$ cat config.mk
export PLATFORM = sky130hd
export DESIGN_NAME = fault_auto_restart_control
export DESIGN_NICKNAME = d
export VERILOG_FILES = /design/src/pkg/auto_restart_pkg.sv /design/src/rtl/fault_auto_restart_control.sv /design/src/rtl/tenth_tick.sv
export VERILOG_INCLUDE_DIRS = /design/src /design/src/pkg
export SDC_FILE = /design/constraint.sdc
export NUM_CORES = 1
export LEC_CHECK = 0
export BUFFER_PORTS_ARGS = -buffer_cell sky130_fd_sc_hd__buf_2
export CORE_MARGIN = 2
export CORE_UTILIZATION = 45
export DETAILED_ROUTE_END_ITERATION = 7
export PLACE_DENSITY = 0.66
export SLEW_MARGIN = 30
export SYNTH_ARGS = -nofsm -noshare
export SYNTH_HDL_FRONTEND = slang
export SYNTH_SLANG_ARGS = --single-unit
$ cat constraint.sdc
create_clock -name sys_clk -period 2.6 [get_ports sys_clk]
set_input_delay 0.13 -clock sys_clk [delete_from_list [all_inputs] [get_ports sys_clk]]
set_output_delay 0.13 -clock sys_clk [all_outputs]
set_load 0.1 [all_outputs]
$ cat src/pkg/auto_restart_params.svh
`ifndef AUTO_RESTART_PARAMS_SVH
`define AUTO_RESTART_PARAMS_SVH

////////////////////////////////////////////////////////////////////////////
// Register byte offsets
`define AR_CFG_OFS 8'h00
`define AR_DELAY_OFS 8'h04
`define AR_STATUS_OFS 8'h08
`define AR_CMD_OFS 8'h0c

////////////////////////////////////////////////////////////////////////////
// Field positions
`define AR_CFG_LIMIT_LSB 0
`define AR_CFG_SELECT_LSB 8
`define AR_CFG_CURLIM_LSB 16
`define AR_ST_REMAIN_LSB 0
`define AR_ST_INHIBIT_BIT 8
`define AR_ST_SEARCH_BIT 9
`define AR_ST_HOLD_BIT 10
`define AR_ST_LOCKED_BIT 11
`define AR_ST_HALTED_BIT 12
`define AR_ST_STATE_LSB 16
`define AR_CMD_RESET_BIT 0

////////////////////////////////////////////////////////////////////////////
// Reset values and limits
`define AR_LIMIT_RESET 4'h0
`define AR_LIMIT_MAX 4'ha
`define AR_SELECT_RESET 4'h0
`define AR_CURLIM_RESET 8'h64
`define AR_CURLIM_MIN 8'h50
`define AR_CURLIM_MAX 8'hc8
`define AR_DELAY_RESET 10'h00a
`define AR_DELAY_MAX 10'h258

////////////////////////////////////////////////////////////////////////////
// Timing: clock rate, tick period, quiet period
`define AR_SYS_CLK_HZ 250000000
`define AR_TICK_PERIOD_MS 100
`define AR_TICK_CYCLES (`AR_SYS_CLK_HZ / 1000 * `AR_TICK_PERIOD_MS)
`define AR_QUIET_TIME_S 30
`define AR_QUIET_TICKS (`AR_QUIET_TIME_S * 1000 / `AR_TICK_PERIOD_MS)

`endif

$ cat src/pkg/auto_restart_pkg.sv
package auto_restart_pkg;

  // Sequencer states
  typedef enum logic [2:0] {
    ST_RUN,
    ST_WAIT,
    ST_SEARCH,
    ST_WATCH,
    ST_LOCKED,
    ST_HALTED
  } seq_state_t;

  // Whole state of the sequencer and its register slave
  typedef struct packed {
    seq_state_t st;
    logic awready;
    logic aw_held;
    logic [7:0] awaddr;
    logic wready;
    logic w_held;
    logic [31:0] wdata;
    logic [3:0] wstrb;
    logic bvalid;
    logic [1:0] bresp;
    logic arready;
    logic rvalid;
    logic [31:0] rdata;
    logic [1:0] rresp;
    logic [3:0] try_limit;
    logic [3:0] ss_select;
    logic [7:0] cur_limit;
    logic [9:0] delay;
    logic [3:0] remaining;
    logic [9:0] timer;
    logic tick_clr;
    logic es1;
    logic es2;
    logic fr1;
    logic fr2;
    logic fr3;
    logic inhibit;
    logic restart_pulse;
    logic search_active;
    logic hold_voltage;
  } seq_regs_t;

endpackage : auto_restart_pkg

$ cat src/rtl/fault_auto_restart_control.sv
// Summary of operation
// Software sets an attempt limit of 0 to 10, which resets to 0.
// After a trip the restart waits a delay of 0 to 60 s, default 1.0 s.
// Each restart carried out lowers the remaining attempts by one.
// A trip with no attempts left locks the restart out and stays stopped.
// A terminal or keypad fault reset reloads attempts from the limit.
// Thirty seconds without a trip after a restart reloads the attempts.
// Low-voltage trips and emergency stop never lead to a restart.
// When the delay expires the motor restarts through speed search.
// In search, current over the limit holds voltage and lowers frequency.
// Output stays inhibited until the delay expires; limit 0 disables.
`timescale 1ns/100ps
`default_nettype none
`include "auto_restart_params.svh"

module fault_auto_restart_control #(
  parameter int unsigned TICK_CYCLES = `AR_TICK_CYCLES
) (
  // Clock and reset
  input wire logic sys_clk,
  input wire logic srst,
  // AXI4-Lite write address
  input wire logic [7:0] s_axi_awaddr,
  input wire logic s_axi_awvalid,
  output logic s_axi_awready,
  // AXI4-Lite write data
  input wire logic [31:0] s_axi_wdata,
  input wire logic [3:0] s_axi_wstrb,
  input wire logic s_axi_wvalid,
  output logic s_axi_wready,
  // AXI4-Lite write response
  output logic [1:0] s_axi_bresp,
  output logic s_axi_bvalid,
  input wire logic s_axi_bready,
  // AXI4-Lite read address
  input wire logic [7:0] s_axi_araddr,
  input wire logic s_axi_arvalid,
  output logic s_axi_arready,
  // AXI4-Lite read data
  output logic [31:0] s_axi_rdata,
  output logic [1:0] s_axi_rresp,
  output logic s_axi_rvalid,
  input wire logic s_axi_rready,
  // Trip protection, same clock
  input wire logic trip_event,
  input wire logic trip_low_voltage,
  // Pins from the terminal block and keypad
  input wire logic emergency_stop_input,
  input wire logic fault_reset_input,
  // Motor output stage, same clock
  input wire logic [7:0] output_current_pct,
  input wire logic search_done,
  // Toward output stage and acceleration control
  output logic output_inhibit,
  output logic restart_start,
  output logic speed_search_active,
  output logic search_hold_voltage,
  output logic [3:0] speed_search_select
);

  localparam logic [9:0] QUIET_TICKS = 10'(`AR_QUIET_TICKS);

  auto_restart_pkg::seq_regs_t r_reg;
  auto_restart_pkg::seq_regs_t r_next;
  logic tick;

  ////////////////////////////////////////////////////////////////////////////
  // Tenth-of-second time base
  tenth_tick #(
    .TICK_CYCLES(TICK_CYCLES)
  ) u_tick (
    .sys_clk(sys_clk),
    .srst(srst),
    .clr(r_reg.tick_clr),
    .tick(tick)
  );

  // Merge write data into a word under the byte strobes
  function automatic logic [31:0] merge(input logic [31:0] old,
                                        input logic [31:0] data,
                                        input logic [3:0] strb);
    logic [31:0] res;
    res = old;
    for (int i = 0; i < 4; i++)
    begin
      if (strb[i])
      begin
        res[i*8 +: 8] = data[i*8 +: 8];
      end
    end
    return res;
  endfunction : merge

  ////////////////////////////////////////////////////////////////////////////
  // Next state
  always_comb
  begin
    logic [31:0] cfg_word;
    logic [31:0] wr_word;
    logic [31:0] status_word;
    logic sw_reset;
    logic fault_reset;
    logic halted;
    cfg_word = 32'h0000_0000;
    wr_word = 32'h0000_0000;
    status_word = 32'h0000_0000;
    sw_reset = 1'b0;
    fault_reset = 1'b0;
    halted = 1'b0;
    r_next = r_reg;
    r_next.restart_pulse = 1'b0;
    r_next.tick_clr = 1'b0;

    // Pin synchronisers; the third stage only feeds the edge detector
    r_next.es1 = emergency_stop_input;
    r_next.es2 = r_reg.es1;
    r_next.fr1 = fault_reset_input;
    r_next.fr2 = r_reg.fr1;
    r_next.fr3 = r_reg.fr2;

    cfg_word[`AR_CFG_LIMIT_LSB +: 4] = r_reg.try_limit;
    cfg_word[`AR_CFG_SELECT_LSB +: 4] = r_reg.ss_select;
    cfg_word[`AR_CFG_CURLIM_LSB +: 8] = r_reg.cur_limit;
    status_word[`AR_ST_REMAIN_LSB +: 4] = r_reg.remaining;
    status_word[`AR_ST_INHIBIT_BIT] = r_reg.inhibit;
    status_word[`AR_ST_SEARCH_BIT] = r_reg.search_active;
    status_word[`AR_ST_HOLD_BIT] = r_reg.hold_voltage;
    status_word[`AR_ST_LOCKED_BIT] = (r_reg.st == auto_restart_pkg::ST_LOCKED);
    status_word[`AR_ST_HALTED_BIT] = (r_reg.st == auto_restart_pkg::ST_HALTED);
    status_word[`AR_ST_STATE_LSB +: 3] = r_reg.st;

    // Write address and data are taken independently
    if (s_axi_awvalid && r_reg.awready)
    begin
      r_next.aw_held = 1'b1;
      r_next.awaddr = s_axi_awaddr;
      r_next.awready = 1'b0;
    end
    if (s_axi_wvalid && r_reg.wready)
    begin
      r_next.w_held = 1'b1;
      r_next.wdata = s_axi_wdata;
      r_next.wstrb = s_axi_wstrb;
      r_next.wready = 1'b0;
    end

    // Perform the write once both halves are held
    if (r_reg.aw_held && r_reg.w_held && !r_reg.bvalid)
    begin
      r_next.aw_held = 1'b0;
      r_next.w_held = 1'b0;
      r_next.bvalid = 1'b1;
      r_next.bresp = 2'h0;
      case (r_reg.awaddr)
        `AR_CFG_OFS:
        begin
          wr_word = merge(cfg_word, r_reg.wdata, r_reg.wstrb);
          r_next.try_limit = wr_word[`AR_CFG_LIMIT_LSB +: 4];
          if (wr_word[`AR_CFG_LIMIT_LSB +: 4] > `AR_LIMIT_MAX)
          begin
            r_next.try_limit = `AR_LIMIT_MAX;
          end
          r_next.ss_select = wr_word[`AR_CFG_SELECT_LSB +: 4];
          r_next.cur_limit = wr_word[`AR_CFG_CURLIM_LSB +: 8];
          if (wr_word[`AR_CFG_CURLIM_LSB +: 8] < `AR_CURLIM_MIN)
          begin
            r_next.cur_limit = `AR_CURLIM_MIN;
          end
          else if (wr_word[`AR_CFG_CURLIM_LSB +: 8] > `AR_CURLIM_MAX)
          begin
            r_next.cur_limit = `AR_CURLIM_MAX;
          end
        end
        `AR_DELAY_OFS:
        begin
          wr_word = merge({22'h000000, r_reg.delay}, r_reg.wdata,
                          r_reg.wstrb);
          r_next.delay = wr_word[9:0];
          if (wr_word[31:0] > {22'h000000, `AR_DELAY_MAX})
          begin
            r_next.delay = `AR_DELAY_MAX;
          end
        end
        `AR_STATUS_OFS:
        begin
          r_next.bresp = 2'h0; // Read-only, write ignored
        end
        `AR_CMD_OFS:
        begin
          sw_reset = r_reg.wstrb[0] && r_reg.wdata[`AR_CMD_RESET_BIT];
        end
        default:
        begin
          r_next.bresp = 2'h2;
        end
      endcase
    end
    if (r_reg.bvalid && s_axi_bready)
    begin
      r_next.bvalid = 1'b0;
      r_next.awready = 1'b1;
      r_next.wready = 1'b1;
    end

    // Read channel: one outstanding read
    if (s_axi_arvalid && r_reg.arready)
    begin
      r_next.arready = 1'b0;
      r_next.rvalid = 1'b1;
      r_next.rresp = 2'h0;
      case (s_axi_araddr)
        `AR_CFG_OFS: r_next.rdata = cfg_word;
        `AR_DELAY_OFS: r_next.rdata = {22'h000000, r_reg.delay};
        `AR_STATUS_OFS: r_next.rdata = status_word;
        `AR_CMD_OFS: r_next.rdata = 32'h0000_0000;
        default:
        begin
          r_next.rdata = 32'h0000_0000;
          r_next.rresp = 2'h2;
        end
      endcase
    end
    if (r_reg.rvalid && s_axi_rready)
    begin
      r_next.rvalid = 1'b0;
      r_next.arready = 1'b1;
    end

    fault_reset = (r_reg.fr2 && !r_reg.fr3) || sw_reset;

    // Restart sequencer
    case (r_reg.st)
      auto_restart_pkg::ST_RUN:
      begin
        if (trip_event)
        begin
          if (trip_low_voltage)
          begin
            r_next.st = auto_restart_pkg::ST_HALTED;
          end
          else if (r_reg.remaining == 4'h0)
          begin
            r_next.st = auto_restart_pkg::ST_LOCKED;
          end
          else
          begin
            r_next.st = auto_restart_pkg::ST_WAIT;
            r_next.timer = r_reg.delay;
            r_next.tick_clr = 1'b1;
          end
        end
      end
      auto_restart_pkg::ST_WAIT:
      begin
        if (r_reg.timer == 10'h000)
        begin
          r_next.st = auto_restart_pkg::ST_SEARCH;
          r_next.remaining = r_reg.remaining - 4'h1;
          r_next.restart_pulse = 1'b1;
        end
        else if (tick && !r_reg.tick_clr) // Skip a tick from before clear
        begin
          r_next.timer = r_reg.timer - 10'h001;
        end
      end
      auto_restart_pkg::ST_SEARCH, auto_restart_pkg::ST_WATCH:
      begin
        if (trip_event)
        begin
          if (trip_low_voltage)
          begin
            r_next.st = auto_restart_pkg::ST_HALTED;
          end
          else if (r_reg.remaining == 4'h0)
          begin
            r_next.st = auto_restart_pkg::ST_LOCKED;
          end
          else
          begin
            r_next.st = auto_restart_pkg::ST_WAIT;
            r_next.timer = r_reg.delay;
            r_next.tick_clr = 1'b1;
          end
        end
        else if (r_reg.st == auto_restart_pkg::ST_SEARCH)
        begin
          if (search_done)
          begin
            r_next.st = auto_restart_pkg::ST_WATCH;
            r_next.timer = QUIET_TICKS;
            r_next.tick_clr = 1'b1;
          end
        end
        else if (tick && !r_reg.tick_clr) // Skip a tick from before clear
        begin
          r_next.timer = r_reg.timer - 10'h001;
          if (r_reg.timer == 10'h001)
          begin
            r_next.st = auto_restart_pkg::ST_RUN;
            r_next.remaining = r_reg.try_limit;
          end
        end
      end
      auto_restart_pkg::ST_LOCKED, auto_restart_pkg::ST_HALTED:
      begin
        r_next.st = r_reg.st; // Held until a fault reset
      end
      default:
      begin
        r_next.st = auto_restart_pkg::ST_HALTED;
      end
    endcase

    // A manual reset reloads attempts and returns to normal running; under emergency stop only a software reset acts, reloading attempts alone
    if (fault_reset && !r_reg.es2)
    begin
      r_next.remaining = r_reg.try_limit;
      r_next.st = auto_restart_pkg::ST_RUN;
      r_next.restart_pulse = 1'b0;
    end
    else if (sw_reset)
    begin
      r_next.remaining = r_reg.try_limit;
    end

    // New limit takes effect at once while running normally
    if (r_reg.aw_held && r_reg.w_held && !r_reg.bvalid &&
        r_reg.awaddr == `AR_CFG_OFS && r_next.st == auto_restart_pkg::ST_RUN)
    begin
      r_next.remaining = r_next.try_limit;
    end

    // Emergency stop overrides the sequencer state and blocks restart
    if (r_reg.es2)
    begin
      r_next.st = auto_restart_pkg::ST_HALTED;
      r_next.restart_pulse = 1'b0;
    end

    halted = (r_next.st == auto_restart_pkg::ST_WAIT) ||
             (r_next.st == auto_restart_pkg::ST_LOCKED) ||
             (r_next.st == auto_restart_pkg::ST_HALTED);
    r_next.inhibit = halted;
    r_next.search_active = (r_next.st == auto_restart_pkg::ST_SEARCH);
    r_next.hold_voltage = r_next.search_active &&
                          (output_current_pct > r_reg.cur_limit);
  end

  ////////////////////////////////////////////////////////////////////////////
  // State register
  always_ff @(posedge sys_clk)
  begin
    if (srst)
    begin
      r_reg <= '0;
      r_reg.st <= auto_restart_pkg::ST_RUN;
      r_reg.awready <= 1'b1;
      r_reg.wready <= 1'b1;
      r_reg.arready <= 1'b1;
      r_reg.try_limit <= `AR_LIMIT_RESET;
      r_reg.ss_select <= `AR_SELECT_RESET;
      r_reg.cur_limit <= `AR_CURLIM_RESET;
      r_reg.delay <= `AR_DELAY_RESET;
      r_reg.remaining <= `AR_LIMIT_RESET;
    end
    else
    begin
      r_reg <= r_next;
    end
  end

  ////////////////////////////////////////////////////////////////////////////
  // Outputs straight from the state register
  assign s_axi_awready = r_reg.awready;
  assign s_axi_wready = r_reg.wready;
  assign s_axi_bresp = r_reg.bresp;
  assign s_axi_bvalid = r_reg.bvalid;
  assign s_axi_arready = r_reg.arready;
  assign s_axi_rdata = r_reg.rdata;
  assign s_axi_rresp = r_reg.rresp;
  assign s_axi_rvalid = r_reg.rvalid;
  assign output_inhibit = r_reg.inhibit;
  assign restart_start = r_reg.restart_pulse;
  assign speed_search_active = r_reg.search_active;
  assign search_hold_voltage = r_reg.hold_voltage;
  assign speed_search_select = r_reg.ss_select;

endmodule : fault_auto_restart_control

`default_nettype wire

$ cat src/rtl/tenth_tick.sv
`timescale 1ns/100ps
`default_nettype none
`include "auto_restart_params.svh"

module tenth_tick #(
  parameter int unsigned TICK_CYCLES = `AR_TICK_CYCLES
) (
  // Clock and reset
  input wire logic sys_clk,
  input wire logic srst,
  // Restart of the period
  input wire logic clr,
  // One-cycle pulse per period
  output logic tick
);

  logic [31:0] count_reg;
  logic [31:0] count_next;
  logic tick_reg;
  logic tick_next;

  // Count the period; a clear restarts it from zero
  always_comb
  begin
    count_next = count_reg + 32'h0000_0001;
    tick_next = 1'b0;
    if (clr)
    begin
      count_next = 32'h0000_0000;
    end
    else if (count_reg >= 32'(TICK_CYCLES - 1))
    begin
      count_next = 32'h0000_0000;
      tick_next = 1'b1;
    end
  end

  always_ff @(posedge sys_clk)
  begin
    if (srst)
    begin
      count_reg <= 32'h0000_0000;
      tick_reg <= 1'b0;
    end
    else
    begin
      count_reg <= count_next;
      tick_reg <= tick_next;
    end
  end

  assign tick = tick_reg;

endmodule : tenth_tick

`default_nettype wire

# Word-level counts from Yosys, hierarchy flattened
# Cells that the tools add are included.
# op_classes
n_reduce_logical	44
eq_ne	26
order_cmp	6
add_sub_neg	3
n_bitwise	1
muxes	65
# ops
operator	n
$mux W8	17
$pmux W24 S3	1
$mux W11	5
$mux W10	5
$mux W4	12
$mux W3	11
$add A32 B1 Y32 const B	1
$eq A8 B4 Y1 const B	4
$ge A32 B25 Y1 const B	1
$gt A32 B10 Y1 const B	1
$pmux W10 S3	1
$mux W26	1
$ne A5 B5 Y1 const B	5
$eq A8 B3 Y1 const B	2
$logic_not A8 Y1	2
$mux W16	1
$logic_and A1 B1 Y1	14
$mux W14	1
$eq A3 B3 Y1 const B	4
$pmux W3 S4	1
$reduce_and A6 Y1	2
$reduce_or A2 Y1	6
$reduce_or A4 Y1	3
$eq A10 B1 Y1 const B	1
other kinds (25)	43
# totals
inputBits	72
reg_bits	173
output_inout_bits	49

# Logic depth before layout (Yosys ltp)
# Gate-level depths: netlist (run 1).
# logic_depth
word_depth	11
depth_mapped	10

# Hierarchy
# A second synthesis (run 1) with hierarchy kept.
# unflattened
hier_cells	963
hier_area_um2	7893.8
# modules_own_cells
mod	cells_per_inst	n_inst	area_per_inst_um2
fault_auto_restart_control	812	1	6525.0
tenth_tick	151	1	1368.8

# Worst setup path after synthesis (run 1)
# No wires, ideal clock.
# synth_timing
path_kind	reg2reg
from	register r_reg (netlist bit s_axi_bvalid)
to	register r_reg[20] (netlist bit)
synth_period_minus_slack_ps	2485
arrival_time_ps	2365
setup_slack_ps	115
n_path_buf	0
stages_incl_launch_ff	7
cell_sequence	dfxtp_1 > nand3b_1 > or4_1 > a21oi_1 > a41o_1 > and2_2 > mux2_2
# synth_between
elab_chain_len	10
# synth_lines
element	line	text
from (decl)	fault_auto_restart_control.sv:63	auto_restart_pkg::seq_regs_t r_reg;
from (signal assigned)	fault_auto_restart_control.sv:368	r_reg <= r_next;
$logic_not A1 Y1 (*)	fault_auto_restart_control.sv:148, fault_auto_restart_control.sv:327	
$logic_and A1 B1 Y1 (*)	fault_auto_restart_control.sv:148, fault_auto_restart_control.sv:327	
$mux W1	fault_auto_restart_control.sv:148	if (r_reg.aw_held && r_reg.w_held && !r_reg.bvalid)
$logic_or A1 B1 Y1	fault_auto_restart_control.sv:229	fault_reset = (r_reg.fr2 && !r_reg.fr3) || sw_reset;
$logic_and A1 B1 Y1	fault_auto_restart_control.sv:315	if (fault_reset && !r_reg.es2)
$mux W3	fault_auto_restart_control.sv:315	
$logic_not A3 Y1	fault_auto_restart_control.sv:328	r_reg.awaddr == `AR_CFG_OFS && r_next.st == auto_restart_pkg::ST_RUN)
$logic_and A1 B1 Y1	fault_auto_restart_control.sv:327	if (r_reg.aw_held && r_reg.w_held && !r_reg.bvalid &&
$ne A5 B5 Y1 (no line) / $reduce_bool A5 Y1 (equally long branches)	n/a	
$reduce_and A6 Y1 (no line)	n/a	
# Mark *: on every way between the ends. The rest lies on a longest branch, timed or not.
# A chain may end at the register's enable or synchronous reset.

# Worst setup path after layout (run 1)
# layout_timing
from	register r_reg[10] (netlist bit)
to	register r_reg[17] (netlist bit)
# layout_between
elab_chain_len	5
# layout_lines
element	line	text
$sub A10 B1 Y10	fault_auto_restart_control.sv:263, fault_auto_restart_control.sv:296	
$mux W14	fault_auto_restart_control.sv:294	else if (tick && !r_reg.tick_clr)
$mux W10	fault_auto_restart_control.sv:285	else if (r_reg.st == auto_restart_pkg::ST_SEARCH)
$mux W11	fault_auto_restart_control.sv:268	if (trip_event)
$pmux W10 S3	fault_auto_restart_control.sv:232	case (r_reg.st)
# Parallel ways exist; a longest one is shown, timed or not. The select of a mux whose other input is x is not followed.

==> results.cfg, run 1 <==
[status]
outcome = completed

[yosys]
synthArstFlopShare = 0
synth_ff_type = sky130_fd_sc_hd__dfxtp_1
ys_types = 65
post_synth_edffs = 0
postSynthRegisterBits = 160
synth.yosys.warnings = 0
synth_sequential_area_ratio = 0.428
synthCells = 924
synth.avg_cell_area_um2 = 8.10
syn_area_mm2 = 0.00749

[min_path]
hold_class = input port to flip-flop
min_from = s_axi_arvalid
timing.hold.worst_endpoint = s_axi_rdata[12]
worstHoldPathCells = 3

[cells_and_area]
num-nets-final = 1142
area_growth_syn_to_layout_pct = 22.1
num-fill-cells = 1516
layout-drive-gt1-share = 0.172
final_common_cell = sky130_fd_sc_hd__dfxtp_1
layout_common_cells = 160 x sky130_fd_sc_hd__dfxtp_1, 144 x sky130_fd_sc_hd__nand2_1, 106 x sky130_fd_sc_hd__buf_2
seqCellArea_mm2 = 0.00320
post_route_standard_cell_area_excluding_fillers_mm2 = 0.00914
multiInputGateArea_mm2 = 0.00379
n_antenna_cell = 0
flip_flop_count_of_the_largest_register_all_copies_and_words_added = 88

[drt]
detail_route.wl_per_cell_um = 14.5
drt-initial-drc-count = 619
ant_nets = 0
num_vias = 6790
drt-vias-per-instance = 5.26
firstDrtPassIters = 5
total_routed_wirelength_um = 18800
post-route-drc-count = 0

[pwr]
power.static_leakage_nw = 3.63
power_density_mw_per_mm2 = 688
peakVddDrop_mv = 0.461

[sta]
timing.slew.headroom = 0.464
finalClockSkew_ns = 0.0103
final.setup.tns_ns = 0
number_of_setup_violations_in_the_final_report = 0
report.final.hold_viol_count = 0
rsz_0062_raised_after_global_routing = false
worst-slew-pin-transition_ns = 0.796
layout_worst_path_cycle_share = 0.945
fmaxAchievable_ghz = 0.407
final-max-slew-violation-count = 0
clock_period_minus_final_worst_setup_slack_ns = 2.46

[worst_setup_path]
critPathMostFrequentCell = sky130_fd_sc_hd__or3_1
worst_setup_path_end_kind = flip-flop
worstSetupPathType = flip-flop to flip-flop
worst_r2r_path_depth = 8
required_ns = 2.94
r2r-end = r_reg[17]
critPathMaxFanout = 7
arrival_ns = 2.80
rr_startpoint = r_reg[10]
critPathLaunchType = flip-flop
slowest_stage = sky130_fd_sc_hd__or3_1
crit_path_max_incr_delay_ns = 0.48
critical_path.cell_chain = inv_1 > ha_1 > nor3b_2 > and4_1 > or3_1 > or3_1 > a21o_1 > a21oi_1
reg_to_reg_slack_setup_ns = 0.14

[place]
port-buffer-count = 107
gp_congestion = 0.908
detailed_place_hpwl_um = 12800
detailed_place.area_mm2 = 0.00807

[run]
max-cap-violations = 0

[clock_network]
clock_transition_time_at_the_flip_flop_clock_pins_of_the_worst_setup_and_hold_paths_ns = 0.06
clock_tree.htree_level_count = 4
clk-insertion-delay-late_ns = 0.43
cts_post_setup_buffers_inserted = 0
clock-sinks = 160
max-clock-path-buffers = 2
clk_root_buffer_cell = sky130_fd_sc_hd__clkbuf_16
cts_buffers = 17
tritoncts = yes

[die]
floorplan.core_area_mm2 = 0.0164
die_h_um = 133
floorplan.die_area_mm2 = 0.0177
initial_utilization = 0.456
floorplan.rows = 47
fp.dieW_um = 133
top_level_pins = 121

[grt]
first_global_vias = 6494
globalRouteTotalUtil = 0.219
grt_start_max_net_pins = 69
grt_pass1_wl_um = 31600
grt_remaining_overflow = 0
antenna_violations_before_repair = 0
==> logic make-up after synthesis <==
| group | Yosys count | synth area share |
|---|---|---|
| AND/OR/NAND/NOR | 385 | 0.247 |
| AO/OA/AOI/OAI | 207 | 0.171 |
| flip-flops | 160 | 0.428 |
| buffers and inverters | 115 | 0.0777 |
| XOR/XNOR | 26 | 0.0304 |
| multiplexers | 17 | 0.0239 |
| adder cells (fa/ha/maj) | 13 | 0.0217 |
| other | 1 | 0.000501 |
==> stage by stage <==
step                      std cells  utilization  setup WS, ns  hold slack, ns  power (mW)
after global placement         1209        0.492         0.182           0.343        3.82
after CTS                      1290        0.556        0.0952          0.0166        6.30
after global routing           1290        0.557       0.00723          0.0458        6.56
final                          1290        0.557         0.143          0.0255        6.29
after floorplan                 943            -         0.115           0.230        3.56
after detailed placement       1209        0.492         0.106           0.351        3.82
==> cell type report <==
| cell class | count | area share |
|---|---|---|
| inverter | 34 | 0.0140 |
| clock inverter | 14 | 0.0155 |
| timing repair buffer | 176 | 0.129 |
| sequential | 160 | 0.350 |
| tap | 220 | 0.0301 |
| clock buffer | 18 | 0.0469 |
| multi-input combinational | 668 | 0.414 |
==> routing by layer <==
| metal | part of all wire | vias up | global-route usage |
|---|---|---|---|
| met3 | 0.053 | 26 | 0.0452 |
| met2 | 0.45 | 179 | 0.340 |
| met1 | 0.48 | 3138 | 0.304 |
| li1 | - | 3447 | - |
| met4 | 0.018 | 0 | 0.0741 |
| met5 | 0 | - | 0 |
==> how the worst max path moves through the flow <==
stage / endpoint / slack [ns] / startpoint / depth (start not counted)
CTS: r_reg[21] / 0.1 / r_reg[10] / 8
detailed placement: r_reg[21] / 0.11 / r_reg[10] / 8
floorplan: r_reg[20] / 0.11 / s_axi_bvalid / 6
global route: r_reg[17] / 0.007 / r_reg[10] / 8
finish: r_reg[17] / 0.14 / r_reg[10] / 8
global placement: r_reg[20] / 0.18 / r_reg[131] / 6
==> cells in the mapped netlist, types with 10 or more instances <==
| master | count | share of area |
|---|---|---|
| sky130_fd_sc_hd__xor2_1 | 10 | 0.012 |
| sky130_fd_sc_hd__ha_1 | 13 | 0.022 |
| sky130_fd_sc_hd__nor2_1 | 95 | 0.048 |
| sky130_fd_sc_hd__a22oi_1 | 28 | 0.028 |
| sky130_fd_sc_hd__mux2i_1 | 10 | 0.013 |
| sky130_fd_sc_hd__a21oi_1 | 84 | 0.056 |
| sky130_fd_sc_hd__clkbuf_1 | 36 | 0.018 |
| sky130_fd_sc_hd__nor4_1 | 14 | 0.012 |
| sky130_fd_sc_hd__xnor2_1 | 16 | 0.019 |
| sky130_fd_sc_hd__inv_1 | 34 | 0.017 |
| sky130_fd_sc_hd__nand2_1 | 144 | 0.072 |
| sky130_fd_sc_hd__o21ai_0 | 34 | 0.023 |
| sky130_fd_sc_hd__dfxtp_1 | 160 | 0.43 |
| sky130_fd_sc_hd__nor3_1 | 28 | 0.019 |
| sky130_fd_sc_hd__nand4_1 | 12 | 0.010 |
| sky130_fd_sc_hd__nand3_1 | 25 | 0.017 |
| sky130_fd_sc_hd__buf_4 | 40 | 0.040 |
==> repair_timing <==
| item | in CTS | in global routing |
|---|---|---|
| resized for setup | 0 | 3 |
| endpoints found under the hold margin | 50 | 0 |
| setup endpoints to repair | 0 | 10 |
| hold buffers | 49 | 0 |
==> critical path: cells and delay by family, from the launching register on <==
| family | cells | cell delay [ns] |
|---|---|---|
| AOI/OAI and AO/OA | 2 | 0.30 |
| DFF | 1 | 0.41 |
| adders and majority gates | 1 | 0.24 |
| buffers and inverters | 1 | 0.07 |
| and+or+nand+nor | 4 | 1.36 |
==> where the power goes <==
group          internal [mW]  total (mW)  switching [mW]
combinational          0.433        1.17           0.738
sequential              2.56        2.68           0.122
clock                   1.41        2.44            1.03
(Power assumes the default switching activity.)
==> run 2, diff against run 1 <==
--- a/config.mk
+++ b/config.mk
@@ -10,6 +10,7 @@
 export CORE_MARGIN = 2
 export CORE_UTILIZATION = 45
 export DETAILED_ROUTE_END_ITERATION = 7
+export GPL_TIMING_DRIVEN = 0
 export PLACE_DENSITY = 0.66
 export SLEW_MARGIN = 30
 export SYNTH_ARGS = -nofsm -noshare
==> constraint.sdc (replaced) <==
create_clock -name sys_clk -period 3.18 [get_ports sys_clk]
set_input_delay 0.159 -clock sys_clk [delete_from_list [all_inputs] [get_ports sys_clk]]
set_output_delay 0.159 -clock sys_clk [all_outputs]
set_load 0.1 [all_outputs]
==> results.cfg, run 2 (synthesis gave the netlist of run 1 again) <==
[status]
outcome = completed

[grt]
grt_remaining_overflow = 0
global_route.usage.met2 = 0.361
busiest_layer = met2
globalRouteTotalUtil = 0.231
grt_start_max_net_pins = 17
antenna_violations_before_repair = 0
grt_pass1_wl_um = 32700
grtUsageMet1 = 0.320
first_global_vias = 6539
grt.met3_usage = 0.0487

[worst_setup_path]
critPathMaxFanout = 7
worstSetupPathType = flip-flop to flip-flop
required_ns = 3.49
crit_path_max_incr_delay_ns = 0.62
slowest_stage = sky130_fd_sc_hd__nor3b_1
critPathLaunchType = flip-flop
arrival_ns = 3.18
worst_setup_path_end_kind = flip-flop
critical_path.cell_chain = inv_1 > ha_1 > nor3b_1 > and4_1 > clkbuf_1 > a21oi_1 > a41o_1 > and2_2 > mux2_2

[pwr]
cell_internal_pwr_mw = 3.80
power_density_mw_per_mm2 = 566
power_frac_clock = 0.409
power.static_leakage_nw = 3.81
power.switching_fraction = 0.291
power.total_mw = 5.36
peakVddDrop_mv = 0.411
power.combinational.fraction = 0.183
power.share.sequential = 0.407
switchingPower_mw = 1.56

[drt]
num_vias = 7031
post-route-drc-count = 0
total_routed_wirelength_um = 20200
drt-initial-drc-count = 570
detail_route.wl_per_cell_um = 15.0
drt-vias-per-instance = 5.22
firstDrtPassIters = 6
ant_nets = 0

[sta]
final-max-slew-violation-count = 0
timing.slew.headroom = 0.356
layout_worst_path_cycle_share = 0.904
fmaxAchievable_ghz = 0.348
worst-slew-pin-transition_ns = 0.958
clock_period_minus_final_worst_setup_slack_ns = 2.87
rsz_0062_raised_after_global_routing = false
final.setup.tns_ns = 0
number_of_setup_violations_in_the_final_report = 0
report.final.hold_viol_count = 0
finalClockSkew_ns = 0.00978

[clock_network]
clock_tree.htree_level_count = 4
cts_post_setup_buffers_inserted = 0
clk-insertion-delay-late_ns = 0.43
clk_root_buffer_cell = sky130_fd_sc_hd__clkbuf_16
clock-sinks = 160
max-clock-path-buffers = 2
cts_buffers = 17
clock_transition_time_at_the_flip_flop_clock_pins_of_the_worst_setup_and_hold_paths_ns = 0.06
tritoncts = yes

[cells_and_area]
layout_common_cells = 160 x sky130_fd_sc_hd__dfxtp_1, 144 x sky130_fd_sc_hd__nand2_1, 105 x sky130_fd_sc_hd__buf_2
fin_cells = 1347
final_common_cell = sky130_fd_sc_hd__dfxtp_1
final_core_utilization = 0.578
flip_flop_count_of_the_largest_register_all_copies_and_words_added = 88
layout-drive-gt1-share = 0.179
num-nets-final = 1199
n_antenna_cell = 0
area_growth_syn_to_layout_pct = 26.6

[min_path]
hold_class = input port to flip-flop

[die]
floorplan.rows = 47
top_level_pins = 121
initial_utilization = 0.456
die_h_um = 133
floorplan.core_area_mm2 = 0.0164
floorplan.die_area_mm2 = 0.0177
fp.dieW_um = 133

[place]
port-buffer-count = 105
detailed_place_hpwl_um = 14300
gp_congestion = 0.905
placedCellCount = 1268

[run]
max-cap-violations = 0
==> run 2: cell types whose count changed in the layout (fill, tap and decap cells not counted), sizes merged <==
cell         previous run  this run
bufinv                  2         4
clkbuf                 18        55
buf                   127       150
clkinv                  9         6
dlygate4sd3            49        47
clkinvlp                1         2
inv                    36        35
==> run 2: critical path: cells and delay by family, from the launching register on <==
| kind | cells | cell delay [ns] |
|---|---|---|
| adder cells (fa/ha/maj) | 1 | 0.24 |
| AND/OR/NAND/NOR | 3 | 1.14 |
| AO/OA/AOI/OAI | 2 | 0.36 |
| multiplexers | 1 | 0.29 |
| buffers and inverters | 2 | 0.39 |
| flip-flops | 1 | 0.34 |
==> run 2: metal layers <==
metal,wire length (µm),share of wire,vias to the layer above
li1,-,-,3556
met1,9480,0.47,3219
met2,9120,0.45,220
met3,1140,0.056,36
met4,425,0.021,0
met5,0,0,-
==> run 2: what timing repair did <==
item / CTS / global route
hold endpoints to repair: 47 / 0
gates resized for setup: 0 / 1
endpoints found under the setup margin: 0 / 7
hold buffers: 47 / 0
==> run 2: stage by stage <==
step | setup slack (ns) | hold slack (ns) | instance area, µm²
2_1_floorplan | 0.695 | 0.259 | 7560
3_5_place_dp | 0.109 | 0.377 | 8360
3_3_place_gp | 0.169 | 0.368 | 8360
4_1_cts | 0.0885 | 0.00342 | 9470
5_1_grt | 0.173 | 0.0101 | 9480
6_report | 0.305 | 0.0121 | 9480
==> run 2: worst paths after layout <==
check / startpoint / to / slack (ns) / cells past startpoint
worst max-delay path: r_reg[11] / r_reg[20] / 0.31 / 9
worst min-delay path: s_axi_wdata[9] / r_reg[102] / 0.01 / 3
worst max register to register: r_reg[11] / r_reg[20] / 0.31 / 9
worst min register to register: r_next[7] / r_reg[7] / 0.44 / 1
==> run 2: layout make-up <==
type,instances,area (µm²)
buffer,81,454
clock buffer,19,453
clock inverter,13,185
fill,1519,6930
inverter,34,128
multi-input combinational,668,3780
sequential,160,3200
tap,220,275
timing repair buffer,152,996
==> run 2: power by group through the flow <==
stage          Sequential, mW  Combinational [mW]  Clock [mW]
4_1_cts                  2.18               0.967        2.22
5_1_grt                  2.20                1.08        2.31
3_5_place_dp             2.22               0.916           0
2_1_floorplan            2.27               0.635           0
3_3_place_gp             2.22               0.913           0
6_report                 2.18               0.984        2.20
==> run 3, diff against run 2 <==
==> constraint.sdc (replaced) <==
create_clock -name sys_clk -period 3.66 [get_ports sys_clk]
set_input_delay 0.183 -clock sys_clk [delete_from_list [all_inputs] [get_ports sys_clk]]
set_output_delay 0.183 -clock sys_clk [all_outputs]
set_load 0.1 [all_outputs]
==> results.cfg, run 3 (synthesis gave the netlist of run 1 again) <==
[status]
outcome = completed

[sta]
fmaxAchievable_ghz = 0.318
postLayoutSetupSlackWorst_ns = 0.520
timing.slew.headroom = 0.358
final-max-slew-violation-count = 0
finalClockSkew_ns = 0.00940
worst-slew-pin-transition_ns = 0.955
clock_period_minus_final_worst_setup_slack_ns = 3.14
fin_worst_hold_slack_ns = 0.00938
final.setup.tns_ns = 0
rsz_0062_raised_after_global_routing = false
number_of_setup_violations_in_the_final_report = 0
report.final.hold_viol_count = 0
layout_worst_path_cycle_share = 0.858

[die]
top_level_pins = 121
floorplan.rows = 47
fp.dieW_um = 133
die_h_um = 133
floorplan.core_area_mm2 = 0.0164
initial_utilization = 0.456
floorplan.die_area_mm2 = 0.0177

[pwr]
power.share.sequential = 0.408
peakVddDrop_mv = 0.355
power.combinational.fraction = 0.182
power.total_mw = 4.65
power.static_leakage_nw = 3.76
power_frac_clock = 0.410
switchingPower_mw = 1.35
power.switching_fraction = 0.290
power_density_mw_per_mm2 = 496
cell_internal_pwr_mw = 3.30

[drt]
post-route-drc-count = 0
total_routed_wirelength_um = 20000
detail_route.wl_per_cell_um = 14.9
firstDrtPassIters = 5
num_vias = 6962
drt-initial-drc-count = 526
drt-vias-per-instance = 5.21
ant_nets = 0

[cells_and_area]
post_route_standard_cell_area_excluding_fillers_mm2 = 0.00936
num-nets-final = 1188
area_growth_syn_to_layout_pct = 25.1
layout_common_cells = 160 x sky130_fd_sc_hd__dfxtp_1, 144 x sky130_fd_sc_hd__nand2_1, 105 x sky130_fd_sc_hd__buf_2
layout-drive-gt1-share = 0.180
num-fill-cells = 1540
final_common_cell = sky130_fd_sc_hd__dfxtp_1
flip_flop_count_of_the_largest_register_all_copies_and_words_added = 88
n_antenna_cell = 0

[min_path]
worstHoldPathCells = 3
hold_class = input port to flip-flop
min_from = s_axi_wdata[13]
timing.hold.worst_endpoint = r_reg[106]

[worst_setup_path]
arrival_ns = 3.43
worstSetupPathType = flip-flop to flip-flop
worst_setup_path_end_kind = flip-flop
required_ns = 3.95
critPathLaunchType = flip-flop
worst_r2r_path_depth = 9
critPathMaxFanout = 8
rr_startpoint = r_reg[10]
reg_to_reg_slack_setup_ns = 0.52
r2r-end = r_reg[11]

[clock_network]
postCtsHoldBufs = 36
post_cts_resized = 0
clock-sinks = 160
max-clock-path-buffers = 2
tritoncts = yes
cts_buffers = 17
clock_tree.htree_level_count = 4
clock_transition_time_at_the_flip_flop_clock_pins_of_the_worst_setup_and_hold_paths_ns = 0.06
cts_post_setup_buffers_inserted = 0
clk-insertion-delay-late_ns = 0.43
clk_root_buffer_cell = sky130_fd_sc_hd__clkbuf_16

[grt]
first_global_vias = 6427
globalRouteTotalUtil = 0.228
grt_pass1_wl_um = 32300
antenna_violations_before_repair = 0
grt_start_max_net_pins = 17
grt_remaining_overflow = 0

[place]
detailed_place.area_mm2 = 0.00836
pre_cts_setup_slack_ns = 0.589
port-buffer-count = 105
detailed_place_hpwl_um = 14300
gp_congestion = 0.905

[run]
max-cap-violations = 0
run 3: how the worst max path moves through the flow:
stage	startpoint	end	slack (ns)	cells after the start
final	r_reg[10]	r_reg[11]	0.52	9
after global routing	r_reg[10]	r_reg[11]	0.24	9
after CTS	r_reg[10]	r_reg[11]	0.57	9
after detailed placement	r_reg[10]	r_reg[11]	0.59	9
after global placement	r_reg[10]	r_reg[11]	0.65	9
after floorplan	s_axi_bvalid	r_reg[20]	1.17	6
run 3: power groups by stage:
stage / combinational, mW / clock (mW) / sequential, mW
floorplan: 0.552 / 0 / 1.98
global placement: 0.793 / 0 / 1.93
detailed placement: 0.796 / 0 / 1.93
CTS: 0.831 / 1.93 / 1.90
global route: 0.924 / 2.00 / 1.91
finish: 0.845 / 1.90 / 1.90
run 3: stage by stage:
step	instances	util
2_1_floorplan	943	-
3_3_place_gp	1268	0.509
3_5_place_dp	1268	0.509
4_1_cts	1336	0.570
5_1_grt	1336	0.571
6_report	1336	0.571
run 3: critical path, stage by stage (launching register included):
cell	delay (ns)
sky130_fd_sc_hd__dfxtp_1	0.42
sky130_fd_sc_hd__inv_1	0.07
sky130_fd_sc_hd__ha_1	0.26
sky130_fd_sc_hd__nor3b_1	0.23
sky130_fd_sc_hd__and4_1	0.22
sky130_fd_sc_hd__clkbuf_1	0.18
sky130_fd_sc_hd__nor3_1	0.77
sky130_fd_sc_hd__o21ai_1	0.43
sky130_fd_sc_hd__a221oi_1	0.35
sky130_fd_sc_hd__nor2_1	0.07
run 3: layout make-up:
cell class                 instances  area, µm²  area share
buffer                            81        454      0.0485
clock buffer                      19        453      0.0484
clock inverter                    13        185      0.0198
inverter                          34        128      0.0136
multi-input combinational        668       3780       0.404
sequential                       160       3200       0.342
tap                              220        275      0.0294
timing repair buffer             141        886      0.0946
run 3: per-layer routing:
metal	up-vias	wire length, µm	part of all wire	global-route usage
met2	204	8950	0.45	0.351
met1	3196	9460	0.47	0.320
met4	0	387	0.019	0.0711
met3	29	1160	0.058	0.0490
met5	-	0	0	0
li1	3533	-	-	-
